`config.mk`:
```
export PLATFORM = sky130hd
export DESIGN_NAME = rss_top
export DESIGN_NICKNAME = d
export VERILOG_FILES = /design/src/rtl/rss_top.v /design/src/rtl/rss_sync.v /design/src/rtl/rss_mem.v
export VERILOG_INCLUDE_DIRS = /design/src /design/src/rtl
export SDC_FILE = /design/constraint.sdc
export NUM_CORES = 2
export LEC_CHECK = 0
export BUFFER_PORTS_ARGS = -buffer_cell sky130_fd_sc_hd__buf_2
export CORE_MARGIN = 5
export CORE_UTILIZATION = 46
export CTS_BUF_LIST = sky130_fd_sc_hd__clkbuf_8
export CTS_CLUSTER_DIAMETER = 40
export DETAILED_ROUTE_END_ITERATION = 8
export PLACE_DENSITY = 0.63
export SLEW_MARGIN = 25
export SYNTH_ARGS = -nofsm -noshare
export SYNTH_HDL_FRONTEND = slang
export SYNTH_SLANG_ARGS = --single-unit
```
`constraint.sdc`:
```
create_clock -name clk_sys -period 21.2 [get_ports clk_sys]
set_input_delay 3.18 -clock clk_sys [delete_from_list [all_inputs] [get_ports clk_sys]]
set_output_delay 3.18 -clock clk_sys [all_outputs]
set_load 0.01 [all_outputs]
```
`src/rtl/rss_defines.vh`:
```
// constants for the reset, space-select and decoder block
// assumes the includer uses clk_sys at 50 MHz and an active-high reset
`ifndef RSS_DEFINES_VH
`define RSS_DEFINES_VH

// ----------------------------------------
// port register space, offset in low bits
// ----------------------------------------
`define RSS_PREG_DIR_A 2'h0
`define RSS_PREG_DATA_A 2'h1
`define RSS_PREG_PAGE 2'h2
`define RSS_PREG_POWER_MODE 2'h3
`define RSS_PREG_RESET 8'h00

// ----------------------------------------
// configuration entries, by index
// ----------------------------------------
`define RSS_CFG_CS_LAST 4'hA
`define RSS_CFG_EPROM_BASE 4'hB
`define RSS_CFG_SRAM_PAGE 4'hC
`define RSS_CFG_IO_PAGE 4'hD
`define RSS_CFG_OPTIONS 4'hE
`define RSS_CFG_WAIT_SEL 4'hF

// ----------------------------------------
// option bit positions
// ----------------------------------------
`define RSS_OPT_EPROM_ON_RD 0
`define RSS_OPT_SRAM_IN_PROG 1
`define RSS_OPT_TRACK_A 2
`define RSS_OPT_TRANSPARENT 3
`define RSS_OPT_WAIT_EN 4

// ----------------------------------------
// reset values
// ----------------------------------------
`define RSS_CFG_RESET 8'h00
`define RSS_WAIT_SEL_RESET 4'h2
`define RSS_CS_INACTIVE 11'h7FF

`endif

```
`src/rtl/rss_top.v`:
```
// address decoder, space selection and port registers
// assumes a multiplexed host bus on pins, config bits
// loaded through a small config port before run-time
`include "rss_defines.vh"
module rss_top #(
	parameter MEM_AW = 8
) (
	input wire clk_sys,
	input wire rst,
	// host bus pins
	input wire [15:0] low_addr_data_lines,
	output reg [15:0] ad_out_q,
	output wire ad_oe,
	input wire ale,
	input wire rd_n,
	input wire wr_n,
	input wire program_fetch_strobe_n,
	input wire high_addr_or_enable_pin,
	input wire [2:0] port_c_pins,
	output wire wait_n,
	// decoder selects
	output wire [10:0] decoder_select_outputs,
	output wire [10:0] decoder_select_oe,
	output wire [7:0] eprom_bank_selects,
	output wire sram_select,
	output wire port_space_select,
	output wire periph_input_select,
	output wire periph_output_select_one,
	output wire periph_output_select_two,
	output wire mem_standby,
	// port a
	input wire [7:0] port_a_in,
	output reg [7:0] port_a_out_q,
	output wire [7:0] port_a_oe,
	// configuration and programming side
	input wire [10:0] cfg_cs_open_drain,
	input wire cfg_secure,
	input wire cfg_wr,
	input wire [3:0] cfg_idx,
	input wire [7:0] cfg_wdata,
	input wire prog_rd_req,
	input wire [3:0] prog_rd_idx,
	output reg [7:0] prog_rd_data_q,
	output reg prog_rd_ack_q,
	output reg prog_rd_refused_q,
	output wire secure_locked
);

	// ----------------------------------------
	// pin synchronisers
	// ----------------------------------------
	wire [31:0] pins_s; // synced pins, strobes inverted so reset reads idle
	rss_sync #(
		.WIDTH(32)
	) u_sync (
		.clk_sys(clk_sys),
		.rst(rst),
		.d({port_a_in, low_addr_data_lines, ale, ~rd_n, ~wr_n,
			~program_fetch_strobe_n, high_addr_or_enable_pin,
			port_c_pins}),
		.q(pins_s)
	);

	wire [7:0] pa_s = pins_s[31:24]; // port a input
	wire [15:0] ad_s = pins_s[23:8]; // address/data
	wire ale_s = pins_s[7]; // latch strobe
	wire rd_s = pins_s[6]; // read active
	wire wr_s = pins_s[5]; // write active
	wire fetch_s = pins_s[4]; // program fetch active
	wire [3:0] lin_s = pins_s[3:0]; // logic inputs

	// ----------------------------------------
	// run flag and security latch
	// ----------------------------------------
	reg run_q; // low in reset and first cycle after
	reg secure_q; // caught after reset release
	reg sec_taken_q; // strap already caught

	// catch security once, at configuration time
	always @(posedge clk_sys or posedge rst) begin
		if (rst) begin
			run_q <= 1'b0;
			secure_q <= 1'b0;
			sec_taken_q <= 1'b0;
		end else begin
			run_q <= 1'b1;
			if (!sec_taken_q) begin
				secure_q <= cfg_secure;
				sec_taken_q <= 1'b1;
			end
		end
	end

	assign secure_locked = secure_q;

	// ----------------------------------------
	// configuration store
	// ----------------------------------------
	reg [7:0] cs_page_q [0:10]; // select region keys
	reg [4:0] eprom_base_q; // eprom region key
	reg [7:0] sram_page_q; // sram region key
	reg [7:0] io_page_q; // port space key
	reg [7:0] opt_q; // option bits
	reg [3:0] wait_sel_q; // select used as wait
	integer i;
	integer j; // loop index of the select compare

	// config writes, refused once locked
	always @(posedge clk_sys or posedge rst) begin
		if (rst) begin
			for (i = 0; i < 11; i = i + 1) begin
				cs_page_q[i] <= `RSS_CFG_RESET;
			end
			eprom_base_q <= 5'h00;
			sram_page_q <= `RSS_CFG_RESET;
			io_page_q <= `RSS_CFG_RESET;
			opt_q <= `RSS_CFG_RESET;
			wait_sel_q <= `RSS_WAIT_SEL_RESET;
		end else if (cfg_wr && sec_taken_q && !secure_q) begin
			case (cfg_idx)
				`RSS_CFG_EPROM_BASE: eprom_base_q <= cfg_wdata[4:0];
				`RSS_CFG_SRAM_PAGE: sram_page_q <= cfg_wdata;
				`RSS_CFG_IO_PAGE: io_page_q <= cfg_wdata;
				`RSS_CFG_OPTIONS: opt_q <= cfg_wdata;
				`RSS_CFG_WAIT_SEL: wait_sel_q <= cfg_wdata[3:0];
				default: cs_page_q[cfg_idx] <= cfg_wdata;
			endcase
		end
	end

	wire opt_eprom_rd = opt_q[`RSS_OPT_EPROM_ON_RD]; // eprom on read
	wire opt_sram_prog = opt_q[`RSS_OPT_SRAM_IN_PROG]; // sram in both
	wire opt_track = opt_q[`RSS_OPT_TRACK_A]; // port a tracking
	wire opt_transp = opt_q[`RSS_OPT_TRANSPARENT]; // bypass latch
	wire opt_wait = opt_q[`RSS_OPT_WAIT_EN]; // wait enabled

	// ----------------------------------------
	// programming-side readout
	// ----------------------------------------
	reg [7:0] cfg_rd; // selected config byte

	// config byte mux
	always @* begin
		case (prog_rd_idx)
			`RSS_CFG_EPROM_BASE: cfg_rd = {3'h0, eprom_base_q};
			`RSS_CFG_SRAM_PAGE: cfg_rd = sram_page_q;
			`RSS_CFG_IO_PAGE: cfg_rd = io_page_q;
			`RSS_CFG_OPTIONS: cfg_rd = opt_q;
			`RSS_CFG_WAIT_SEL: cfg_rd = {4'h0, wait_sel_q};
			default: cfg_rd = cs_page_q[prog_rd_idx];
		endcase
	end

	// answer one cycle later, refused when secure
	always @(posedge clk_sys or posedge rst) begin
		if (rst) begin
			prog_rd_data_q <= 8'h00;
			prog_rd_ack_q <= 1'b0;
			prog_rd_refused_q <= 1'b0;
		end else begin
			prog_rd_ack_q <= prog_rd_req && !secure_q;
			prog_rd_refused_q <= prog_rd_req && secure_q;
			if (prog_rd_req && !secure_q) begin
				prog_rd_data_q <= cfg_rd;
			end else begin
				prog_rd_data_q <= 8'h00;
			end
		end
	end

	// ----------------------------------------
	// address latch
	// ----------------------------------------
	reg [15:0] addr_q; // latched low address
	reg [3:0] lin_q; // latched logic inputs
	reg [15:0] addr_prev_q; // address under strobe, inverse when idle

	// transparent while ale high, held after
	always @(posedge clk_sys or posedge rst) begin
		if (rst) begin
			addr_q <= 16'h0000;
			lin_q <= 4'h0;
			addr_prev_q <= 16'h0000;
		end else begin
			if (ale_s) begin
				addr_q <= ad_s;
				lin_q <= lin_s;
			end
			addr_prev_q <= (rd_s | wr_s | fetch_s) ? addr_q : ~addr_q;
		end
	end

	// logic inputs pass through when set so
	wire [3:0] lin_eff = opt_transp ? lin_s : lin_q;
	wire [19:0] addr_full = {lin_eff, addr_q}; // full address
	wire [7:0] key = addr_full[19:12]; // region key

	// ----------------------------------------
	// decode equations
	// ----------------------------------------
	wire data_acc = rd_s | wr_s; // data-space strobe
	wire eprom_str = fetch_s | (opt_eprom_rd & rd_s);
	wire sram_str = data_acc | (opt_sram_prog & fetch_s);
	wire eprom_hit = run_q & eprom_str &
		(key[7:3] == eprom_base_q);
	wire sram_hit = run_q & sram_str & (key == sram_page_q);
	wire port_hit = run_q & data_acc & (key == io_page_q);
	reg [10:0] cs_hit; // active-high select terms

	// per-select region compare
	always @* begin
		for (j = 0; j < 11; j = j + 1) begin
			cs_hit[j] = run_q & (data_acc | fetch_s) &
				(key == cs_page_q[j]);
		end
	end

	// selects inactive until run, then per equations
	assign decoder_select_outputs = ~cs_hit;
	assign eprom_bank_selects = eprom_hit ?
		(8'h01 << key[2:0]) : 8'h00;
	assign sram_select = sram_hit;
	assign port_space_select = port_hit;

	// open-drain bits drive only low; pull-ups outside
	genvar g;
	generate
		for (g = 0; g < 11; g = g + 1) begin : g_cs_oe
			assign decoder_select_oe[g] =
				cfg_cs_open_drain[g] ? cs_hit[g] : 1'b1;
		end
	endgenerate

	// peripheral region is that of the wait select
	wire periph_hit = (wait_sel_q <= `RSS_CFG_CS_LAST) &&
		cs_hit[wait_sel_q];
	assign periph_input_select = periph_hit & rd_s;
	assign periph_output_select_one = periph_hit & wr_s & ~addr_q[0];
	assign periph_output_select_two = periph_hit & wr_s & addr_q[0];
	assign wait_n = ~(opt_wait & periph_hit);

	// ----------------------------------------
	// port register space
	// ----------------------------------------
	reg [7:0] dir_a_q; // port a direction
	reg [7:0] data_a_q; // port a data
	reg [7:0] page_q; // page register
	reg [7:0] power_mode_reg_q; // power mode register
	reg wr_prev_q; // write strobe last cycle
	wire wr_start = wr_s & ~wr_prev_q; // write edge

	// cleared in reset, held until host writes
	always @(posedge clk_sys or posedge rst) begin
		if (rst) begin
			dir_a_q <= `RSS_PREG_RESET;
			data_a_q <= `RSS_PREG_RESET;
			page_q <= `RSS_PREG_RESET;
			power_mode_reg_q <= `RSS_PREG_RESET;
			wr_prev_q <= 1'b0;
		end else begin
			wr_prev_q <= wr_s;
			if (wr_start && port_hit) begin
				case (addr_q[1:0])
					`RSS_PREG_DIR_A: dir_a_q <= ad_s[7:0];
					`RSS_PREG_DATA_A: data_a_q <= ad_s[7:0];
					`RSS_PREG_PAGE: page_q <= ad_s[7:0];
					`RSS_PREG_POWER_MODE: power_mode_reg_q <= ad_s[7:0];
					default: page_q <= page_q;
				endcase
			end
		end
	end

	// ----------------------------------------
	// sram with standby between accesses
	// ----------------------------------------
	wire mem_wake = sram_hit & ((addr_q != addr_prev_q) |
		wr_start);
	wire [7:0] mem_rdata; // latched array output
	rss_mem #(
		.AW(MEM_AW),
		.DW(8)
	) u_mem (
		.clk_sys(clk_sys),
		.rst(rst),
		.en(mem_wake),
		.we(wr_start),
		.addr(addr_q[MEM_AW-1:0]),
		.wdata(ad_s[7:0]),
		.rdata_q(mem_rdata),
		.standby(mem_standby)
	);

	// ----------------------------------------
	// host read data and port a drive
	// ----------------------------------------
	reg [7:0] preg_rd; // port register readback

	// port register mux
	always @* begin
		case (addr_q[1:0])
			`RSS_PREG_DIR_A: preg_rd = dir_a_q;
			`RSS_PREG_DATA_A: preg_rd = data_a_q;
			`RSS_PREG_PAGE: preg_rd = page_q;
			default: preg_rd = power_mode_reg_q;
		endcase
	end

	// registered read data toward the host
	always @(posedge clk_sys or posedge rst) begin
		if (rst) begin
			ad_out_q <= 16'h0000;
			port_a_out_q <= 8'h00;
		end else begin
			if (port_hit) begin
				ad_out_q <= {8'h00, preg_rd};
			end else if (sram_hit) begin
				ad_out_q <= {8'h00, mem_rdata};
			end else if (periph_hit && opt_track) begin
				ad_out_q <= {8'h00, pa_s};
			end
			if (opt_track) begin
				port_a_out_q <= ad_s[7:0];
			end else begin
				port_a_out_q <= data_a_q;
			end
		end
	end

	// drive host bus only on decoded reads
	assign ad_oe = rd_s & (port_hit | sram_hit |
		(periph_hit & opt_track));
	// tracking drives the shared bus on peripheral writes
	assign port_a_oe = opt_track ?
		{8{run_q & periph_hit & wr_s}} : dir_a_q;

endmodule // rss_top

```
`src/rtl/rss_sync.v`:
```
// two-stage synchroniser for a group of pin inputs
// assumes inputs are asynchronous to clk_sys
module rss_sync #(
	parameter WIDTH = 8
) (
	input wire clk_sys,
	input wire rst,
	input wire [WIDTH-1:0] d,
	output wire [WIDTH-1:0] q
);

	// ----------------------------------------
	// flops
	// ----------------------------------------
	reg [WIDTH-1:0] meta_q; // first stage, read only by second
	reg [WIDTH-1:0] sync_q; // second stage

	// two flops per bit
	always @(posedge clk_sys or posedge rst) begin
		if (rst) begin
			meta_q <= {WIDTH{1'b0}};
			sync_q <= {WIDTH{1'b0}};
		end else begin
			meta_q <= d;
			sync_q <= meta_q;
		end
	end

	assign q = sync_q;

endmodule // rss_sync

```
`src/rtl/rss_mem.v`:
```
// small sram array with registered read data and standby
// assumes en is a one-cycle wake pulse from the owner
module rss_mem #(
	parameter AW = 8,
	parameter DW = 8
) (
	input wire clk_sys,
	input wire rst,
	input wire en,
	input wire we,
	input wire [AW-1:0] addr,
	input wire [DW-1:0] wdata,
	output reg [DW-1:0] rdata_q,
	output wire standby
);

	// ----------------------------------------
	// storage
	// ----------------------------------------
	reg [DW-1:0] mem [0:(1<<AW)-1]; // array, not reset

	// write when woken with write
	always @(posedge clk_sys) begin
		if (en && we) begin
			mem[addr] <= wdata;
		end
	end

	// read latched into output register, held in standby
	always @(posedge clk_sys or posedge rst) begin
		if (rst) begin
			rdata_q <= {DW{1'b0}};
		end else if (en && !we) begin
			rdata_q <= mem[addr];
		end
	end

	// array idle except for the wake cycle
	assign standby = ~en;

endmodule // rss_mem

```
Yosys cells after proc, flatten, opt, wreduce, memory -nomap -nowiden
Memory sizes are Yosys's and may differ from the RTL's. A register that Yosys moved wholly into a read port is not among the register bits.
Cells that the tools add are included.
Widths: inputs -> output; s select.
{"block": "totals", "word_cells": 175, "ff_bits": 290, "mem_bits_rw": 2048, "out_inout_bits": 81, "in_bits": 64, "n_memories": 1}
{"memory": "u_mem.mem", "words": 256, "word_bits": 8, "rd": 1, "rd_ports_with_merged_regs": 1, "wr": 1, "line_no": "rss_mem.v:20", "rtl": "reg [DW-1:0] mem [0:(1<<AW)-1];"}
{"block": "classes", "muxes": 32, "n_eq_ne": 28, "bitwise_logic": 50, "magnitude_cmp": 5, "n_reduce_logical": 25, "shifts": 1}
{"op": "$eq 8x8->1", "count": 13}
{"op": "$bwmux 88", "count": 1}
{"op": "$mux 16", "count": 4}
{"op": "$mux 8", "count": 7}
{"op": "$eq 4x4->1 const B", "count": 10}
{"op": "$pmux 8 s5", "count": 1}
{"op": "$bmux 8 s4", "count": 1}
{"op": "$demux 8 s4", "count": 1}
{"op": "$and 1x1->1", "count": 31}
{"op": "$pmux 8 s3", "count": 1}
{"op": "$reduce_and 2->1", "count": 10}
{"op": "$ne 16x16->1", "count": 1}
{"op": "$not 16->16", "count": 1}
{"op": "$mux 1", "count": 14}
{"op": "$not 11->11", "count": 1}
{"op": "$ge 5x5->1 const B", "count": 2}
{"op": "$logic_and 1x1->1", "count": 10}
{"op": "$not 4->5", "count": 2}
{"op": "$not 1->1", "count": 8}
{"op": "$shl 1x3->8 const A", "count": 1}
{"op": "$or 1x1->1", "count": 7}
{"op": "$eq 5x5->1", "count": 1}
{"op": "$lt 4x5->1 const B", "count": 1}
{"op": "$lt 5x1->1 const B", "count": 1}
{"op": "other kinds (9)", "count": 11}

Longest topological paths before layout
{"block": "logic_depth", "ltp_word": 11, "ltp_mapped": 14, "ltp_nobuf": 8}

Modules after synthesis
Synthesis repeated with hierarchy kept, for this count alone.
{"block": "hier_totals", "hier_cells": 4859, "area_unflattened_um2": 93418.3}
{"module": "rss_mem", "seq_area_each_um2": 61699.2, "area_each_um2": 80124.3, "cells_per_inst": 3825, "instances": 1}
{"module": "rss_top", "seq_area_each_um2": 5456.5, "area_each_um2": 11688.7, "cells_per_inst": 969, "instances": 1}
{"module": "rss_sync", "seq_area_each_um2": 1601.5, "area_each_um2": 1605.3, "cells_per_inst": 65, "instances": 1}

Worst setup path after synthesis
OpenSTA, ideal clock, no wires.
{"block": "synth_timing", "kind": "input-to-output", "startpoint": "input cfg_cs_open_drain[0]", "endpoint": "output decoder_select_oe[0]", "arrival_time_ns": 3.261, "required_time_ns": 18.020, "path_buffers": 0, "path_slack_ns": 14.759, "cell_stages": 1, "cell_sequence": "nand2_1"}
{"block": "synth_between", "elab_chain_len": 1}
{"item": "from (decl)", "line_no": "rss_top.v:36", "rtl": "input wire [10:0] cfg_cs_open_drain,"}
{"item": "$mux 1", "line_no": "rss_top.v:230", "rtl": "cfg_cs_open_drain[g] ? cs_hit[g] : 1'b1;"}
{"item": "to (decl)", "line_no": "rss_top.v:23", "rtl": "output wire [10:0] decoder_select_oe,"}
No other way between the ends.

Final worst setup path
{"block": "layout_timing", "startpoint": "register opt_q[3]", "endpoint": "output port_a_oe[6]"}
{"block": "layout_between", "elab_chain_len": 9, "elab_cells_between_ends": 29, "classes_between": "11 x eq/ne; 4 x mux; 13 x bitwise; 1 x reduce/logical"}
{"item": "from (decl)", "line_no": "rss_top.v:103", "rtl": "reg [7:0] opt_q;"}
{"item": "from (signal assigned)", "line_no": "rss_top.v:117", "rtl": "opt_q <= `RSS_CFG_RESET;"}
{"item": "from (signal assigned)", "line_no": "rss_top.v:124", "rtl": "`RSS_CFG_OPTIONS: opt_q <= cfg_wdata;"}
{"item": "$mux 4 (*)", "line_no": "rss_top.v:194", "rtl": "wire [3:0] lin_eff = opt_transp ? lin_s : lin_q;"}
{"item": "$eq 8x8->1", "line_no": "rss_top.v:214", "rtl": "(key == cs_page_q[j]);"}
{"item": "$and 1x1->1", "line_no": "rss_top.v:213", "rtl": "cs_hit[j] = run_q & (data_acc | fetch_s) &"}
{"item": "$bmux 1 s4 (*)", "line_no": "rss_top.v:236", "rtl": "cs_hit[wait_sel_q];"}
{"item": "$mux 1 (implied by the code) (*)", "line_no": "rss_top.v:236"}
{"item": "$logic_and 1x1->1 (*)", "line_no": "rss_top.v:235", "rtl": "wire periph_hit = (wait_sel_q <= `RSS_CFG_CS_LAST) &&"}
{"item": "$and 1x1->1 (*) (2 in series)", "line_no": "rss_top.v:335", "rtl": "{8{run_q & periph_hit & wr_s}} : dir_a_q;"}
{"item": "$mux 8 (*)", "line_no": "rss_top.v:334", "rtl": "assign port_a_oe = opt_track ?"}
{"item": "to (decl)", "line_no": "rss_top.v:34", "rtl": "output wire [7:0] port_a_oe,"}
Every way passes the cells marked *; elsewhere a longest branch is shown, timed or not. The select of a mux whose other input is x is not followed.

==> key figures <==
Run status
  – Outcome: completed

Clock network
  – Post-CTS Setup Inserts: 0
  – Hold_buf cts: 0
  – Post-CTS resize count: 0
  – H-tree depth: 5
  – CTS Buf Count: approximately 400
  – Clk pin slew, worst setup/hold paths: around 0.060 ns
  – Skew-Pair Late Insertion Delay: 1.11 ns
  – Clk sink count: ~2300
  – Root Driver: clkbuf_8
  – CTS tree: yes
  – Clock buffer depth: 4

Global routing
  – GRT busiest layer: met2
  – Pin count of the biggest net entering global routing: ~220
  – Met3 usage in global routing: 6.44%
  – Initial antenna violation count: 13
  – Global Route met1 Usage: about a third
  – Gr ovfl total: 0
  – First-pass GRT wire length: about 350000 um
  – GR Util All Layers: 23.3%
  – Vias in the first global route: a little under 50000
  – Met2 GRT Util: between 30% and 40%

Detailed routing
  – DRC: 0
  – DRT iter0 DRCs: 5552
  – WL final: around 250000 um
  – Vias: 47800
  – Pre-antenna DRT Iters: 6
  – ANT nets after route: 0
  – Drt via density: 6.05
  – WL/cell: ~31 um

Synth
  – Post-synth cell types: 74
  – Asr flop ratio synth: between 10% and 20%
  – Commonest register cell after synthesis: edfxtp_1
  – Area share of the largest cell type after synthesis: between 60 and 70%
  – Syn Inst Count: between 4000 and 5000
  – Seq/Total Area, Yosys: 74.1%
  – Synth Register Bits: ~2300
  – Synth Warn #: 0
  – Post-synth EDFFs: just over 2000
  – Area leader, netlist: edfxtp_1
  – Post-synthesis instance area: 92800 um^2
  – Synth top area cells: edfxtp_1 (66%), mux4_2 (15%), dfrtp_1 (7.8%), mux2_2 (2.3%), nor2_1 (1.4%)
  – Syn Area/Cell: between 20 and 25 um^2

Run
  – Maxcap violations: 0

STA
  – Final Hold Viols: 0
  – Final worst-path cycle share: a little under two fifths
  – Setup TNS: 0 ns
  – Achievable frequency: about 130 MHz
  – Slew HR: about a fifth
  – Fin worst setup slack: between 10 and 15 ns
  – Final Critical Period: between 7 and 8 ns
  – Worst slew pin tran: 1.18 ns
  – Clock Skews: between 0.1 and 0.15 ns
  – Final hold slack: roughly 0.35 ns
  – Max-slew violations: 0
  – RSZ-0062 raised after global routing: false
  – Setup violators final: 0

Worst hold path
  – Hold path start: u_sync.meta_q[7]$_DFF_PP0_
  – Hold Path Class: flip-flop to flip-flop
  – Hold path cells: 0
  – Hold path endpoint: u_sync.q[7]$_DFF_PP0_

Die
  – Core Box Area: between 200000 and 250000 um^2
  – I/O pin count: approximately 150
  – Num rows: 164
  – Die area: roughly 210000 um^2
  – Starting Density: a little under half
  – Die X-Extent: about 460 um
  – Die Y: around 460 um

Worst setup path
  – Worst setup path class: flip-flop to output port
  – Crit. End Element: output port
  – Reg-to-reg startpoint: addr_q[0]$_DFFE_PP0P_
  – Worst EP arrival: 4.67 ns
  – Flop2flop setup slack: 15.22 ns
  – Req. time, crit path: between 15 and 20 ns
  – Crit path max fanout: 14
  – Cell depth of the worst flop-to-flop path: 9
  – Crit start category: flip-flop
  – R2R Path End: u_mem.rdata_q[2]$_DFFE_PP0P_

Power and ir drop
  – Power density cells: about 95 nW/um^2
  – Leak: between 0.03 and 0.04 uW
  – Worst IR Drop VDD: about 84 uV

Place
  – Placer Congestion: slightly below 0.9
  – Dpl hpwl: ~150000 um
  – Buffers on Ports: roughly 140
  – Pre-CTS setup slack: 14.16 ns
  – Dpl cell area: 96400 um^2

Finish
  – Share of post-route cells with drive strength above 1: between 30% and 40%
  – FILL cells: about 16000
  – Design Area, Final: 104000 um^2
  – Area delta synth->final: 12.0%
  – Final #Nets: between 5000 and 6000
power breakdown:
| group | internal [uW] | switching [uW] | leakage, uW |
|---|---|---|---|
| clock network | 2010 | 1780 | 0.00425 |
| logic | 374 | 520 | 0.00817 |
| registers | 5070 | 95.6 | 0.0221 |
logic make-up after synthesis:
family	share of synthesized area, %
flops	74.1
mux	18.1
simple gates	3.28
buf+inv	1.57
compound gates	1.65
xor+xnor	1.33
other cells	0.00809
worst max-delay path, stage by stage, from the launching register on:
cell,delay (ns)
dfrtp_1,0.67
mux2i_4,0.77
xnor2_1,0.15
nor4_1,0.40
a211oi_1,0.14
a211oi_1,0.40
o211a_1,0.34
o2111ai_1,0.36
o21ai_0,0.21
buf_2,0.17
per-layer routing:
layer	vias to the layer above	part of all wire (%)
li1	19400	-
met1	25300	40
met2	2552	46
met3	532	10
met4	8	3.7
met5	-	0.073
synth_stat cells, types with 9 or more instances:
library cell and number:
nor2b_1 15, o21ai_0 42, dfrtp_1 289, mux4_2 606, clkbuf_1 103, a22o_1 9, nand4_1 28, nand2_1 144
nor2_1 348, buf_6 11, buf_4 50, xor2_1 39, a21oi_1 30, buf_2 78, edfxtp_1 2048, a22oi_1 38
nor3_1 24, nand2b_1 14, a211oi_1 9, xnor2_1 102, a31oi_1 22, mux2i_1 80, inv_1 16, mux2_2 188
o221ai_1 11, nand3_1 56, buf_1 22, nor4_1 18, o22ai_1 9
sequential cells by signal (all words and copies together) (netlist names), 4 cells and up:
| name | count |
|---|---|
| ad_out_q | 8 |
| prog_rd_data_q | 8 |
| power_mode_reg_q | 8 |
| cs_page_q | 88 |
| u_sync.q | 32 |
| lin_q | 4 |
| dir_a_q | 8 |
| u_mem.mem | 2048 |
| eprom_base_q | 5 |
| u_mem.rdata_q | 8 |
| addr_q | 16 |
| port_a_out_q | 8 |
| opt_q | 8 |
| u_sync.meta_q | 32 |
| wait_sel_q | 4 |
| data_a_q | 8 |
| sram_page_q | 8 |
| page_q | 8 |
| addr_prev_q | 16 |
| io_page_q | 8 |
area by class of cell:
type	instances	area, um^2	share of cell area [%]
sequential	2338	68800	66.2
multi-input combinational	1949	22700	21.8
clock buffer	428	5890	5.67
tap	2656	3320	3.20
timing repair buffer	240	1660	1.59
clock inverter	270	1470	1.41
inverter	21	93.8	0.0903
antenna	5	12.5	0.0120
worst max-delay path by stage:
stage	start	to	slack [ns]	cells after the start
2_1_floorplan	rst	ad_out_q[0]$_DFFE_PP0P_	10.02	1
3_3_place_gp	u_sync.q[5]$_DFF_PP0_	ad_oe	14.25	9
3_5_place_dp	u_sync.q[5]$_DFF_PP0_	ad_oe	14.16	9
4_1_cts	u_sync.q[5]$_DFF_PP0_	port_a_oe[2]	12.93	9
5_1_grt	opt_q[3]$_DFFE_PP0P_	port_a_oe[2]	13.09	9
6_report	opt_q[3]$_DFFE_PP0P_	port_a_oe[6]	13.35	9
through the flow:
stage | util, % | instances | power [uW]
global placement | 48.1 | 7199 | 6140
CTS | 51.8 | 7899 | 9920
global route | 51.9 | 7904 | 10200
floorplan | - | 4573 | 5820
finish | 51.9 | 7907 | 9850
detailed placement | 48.1 | 7201 | 6150
layout by cell type, fill, tap and decap left out, types with 8 or more instances in the layout:
cell type	netlist	routed
edfxtp_1	2048	2048
mux4_2	606	606
clkbuf_8	0	428
nor2_1	348	325
dfrtp_1	289	275
mux2_2	188	188
inv_1	16	149
nand2_1	144	144
buf_2	78	136
xnor2_1	102	102
buf_4	50	87
mux2i_1	80	80
clkinv_1	4	75
nand3_1	56	55
o21ai_0	42	42
xor2_1	39	39
a22oi_1	38	38
clkinv_2	0	36
a21oi_1	30	30
nand4_1	28	28
nor3_1	24	24
nor2_2	1	24
a31oi_1	22	22
nor4_1	18	18
nand2b_1	14	14
bufinv_16	0	13
nor2b_1	15	12
dfrtp_4	0	12
o221ai_1	11	11
clkinvlp_4	0	10
o22ai_1	9	9
a22o_1	9	9
a211oi_1	9	9
conb_1	2	9
a311oi_1	8	8
mux2_1	8	8
No activity file was read; power rests on OpenSTA's default activity.
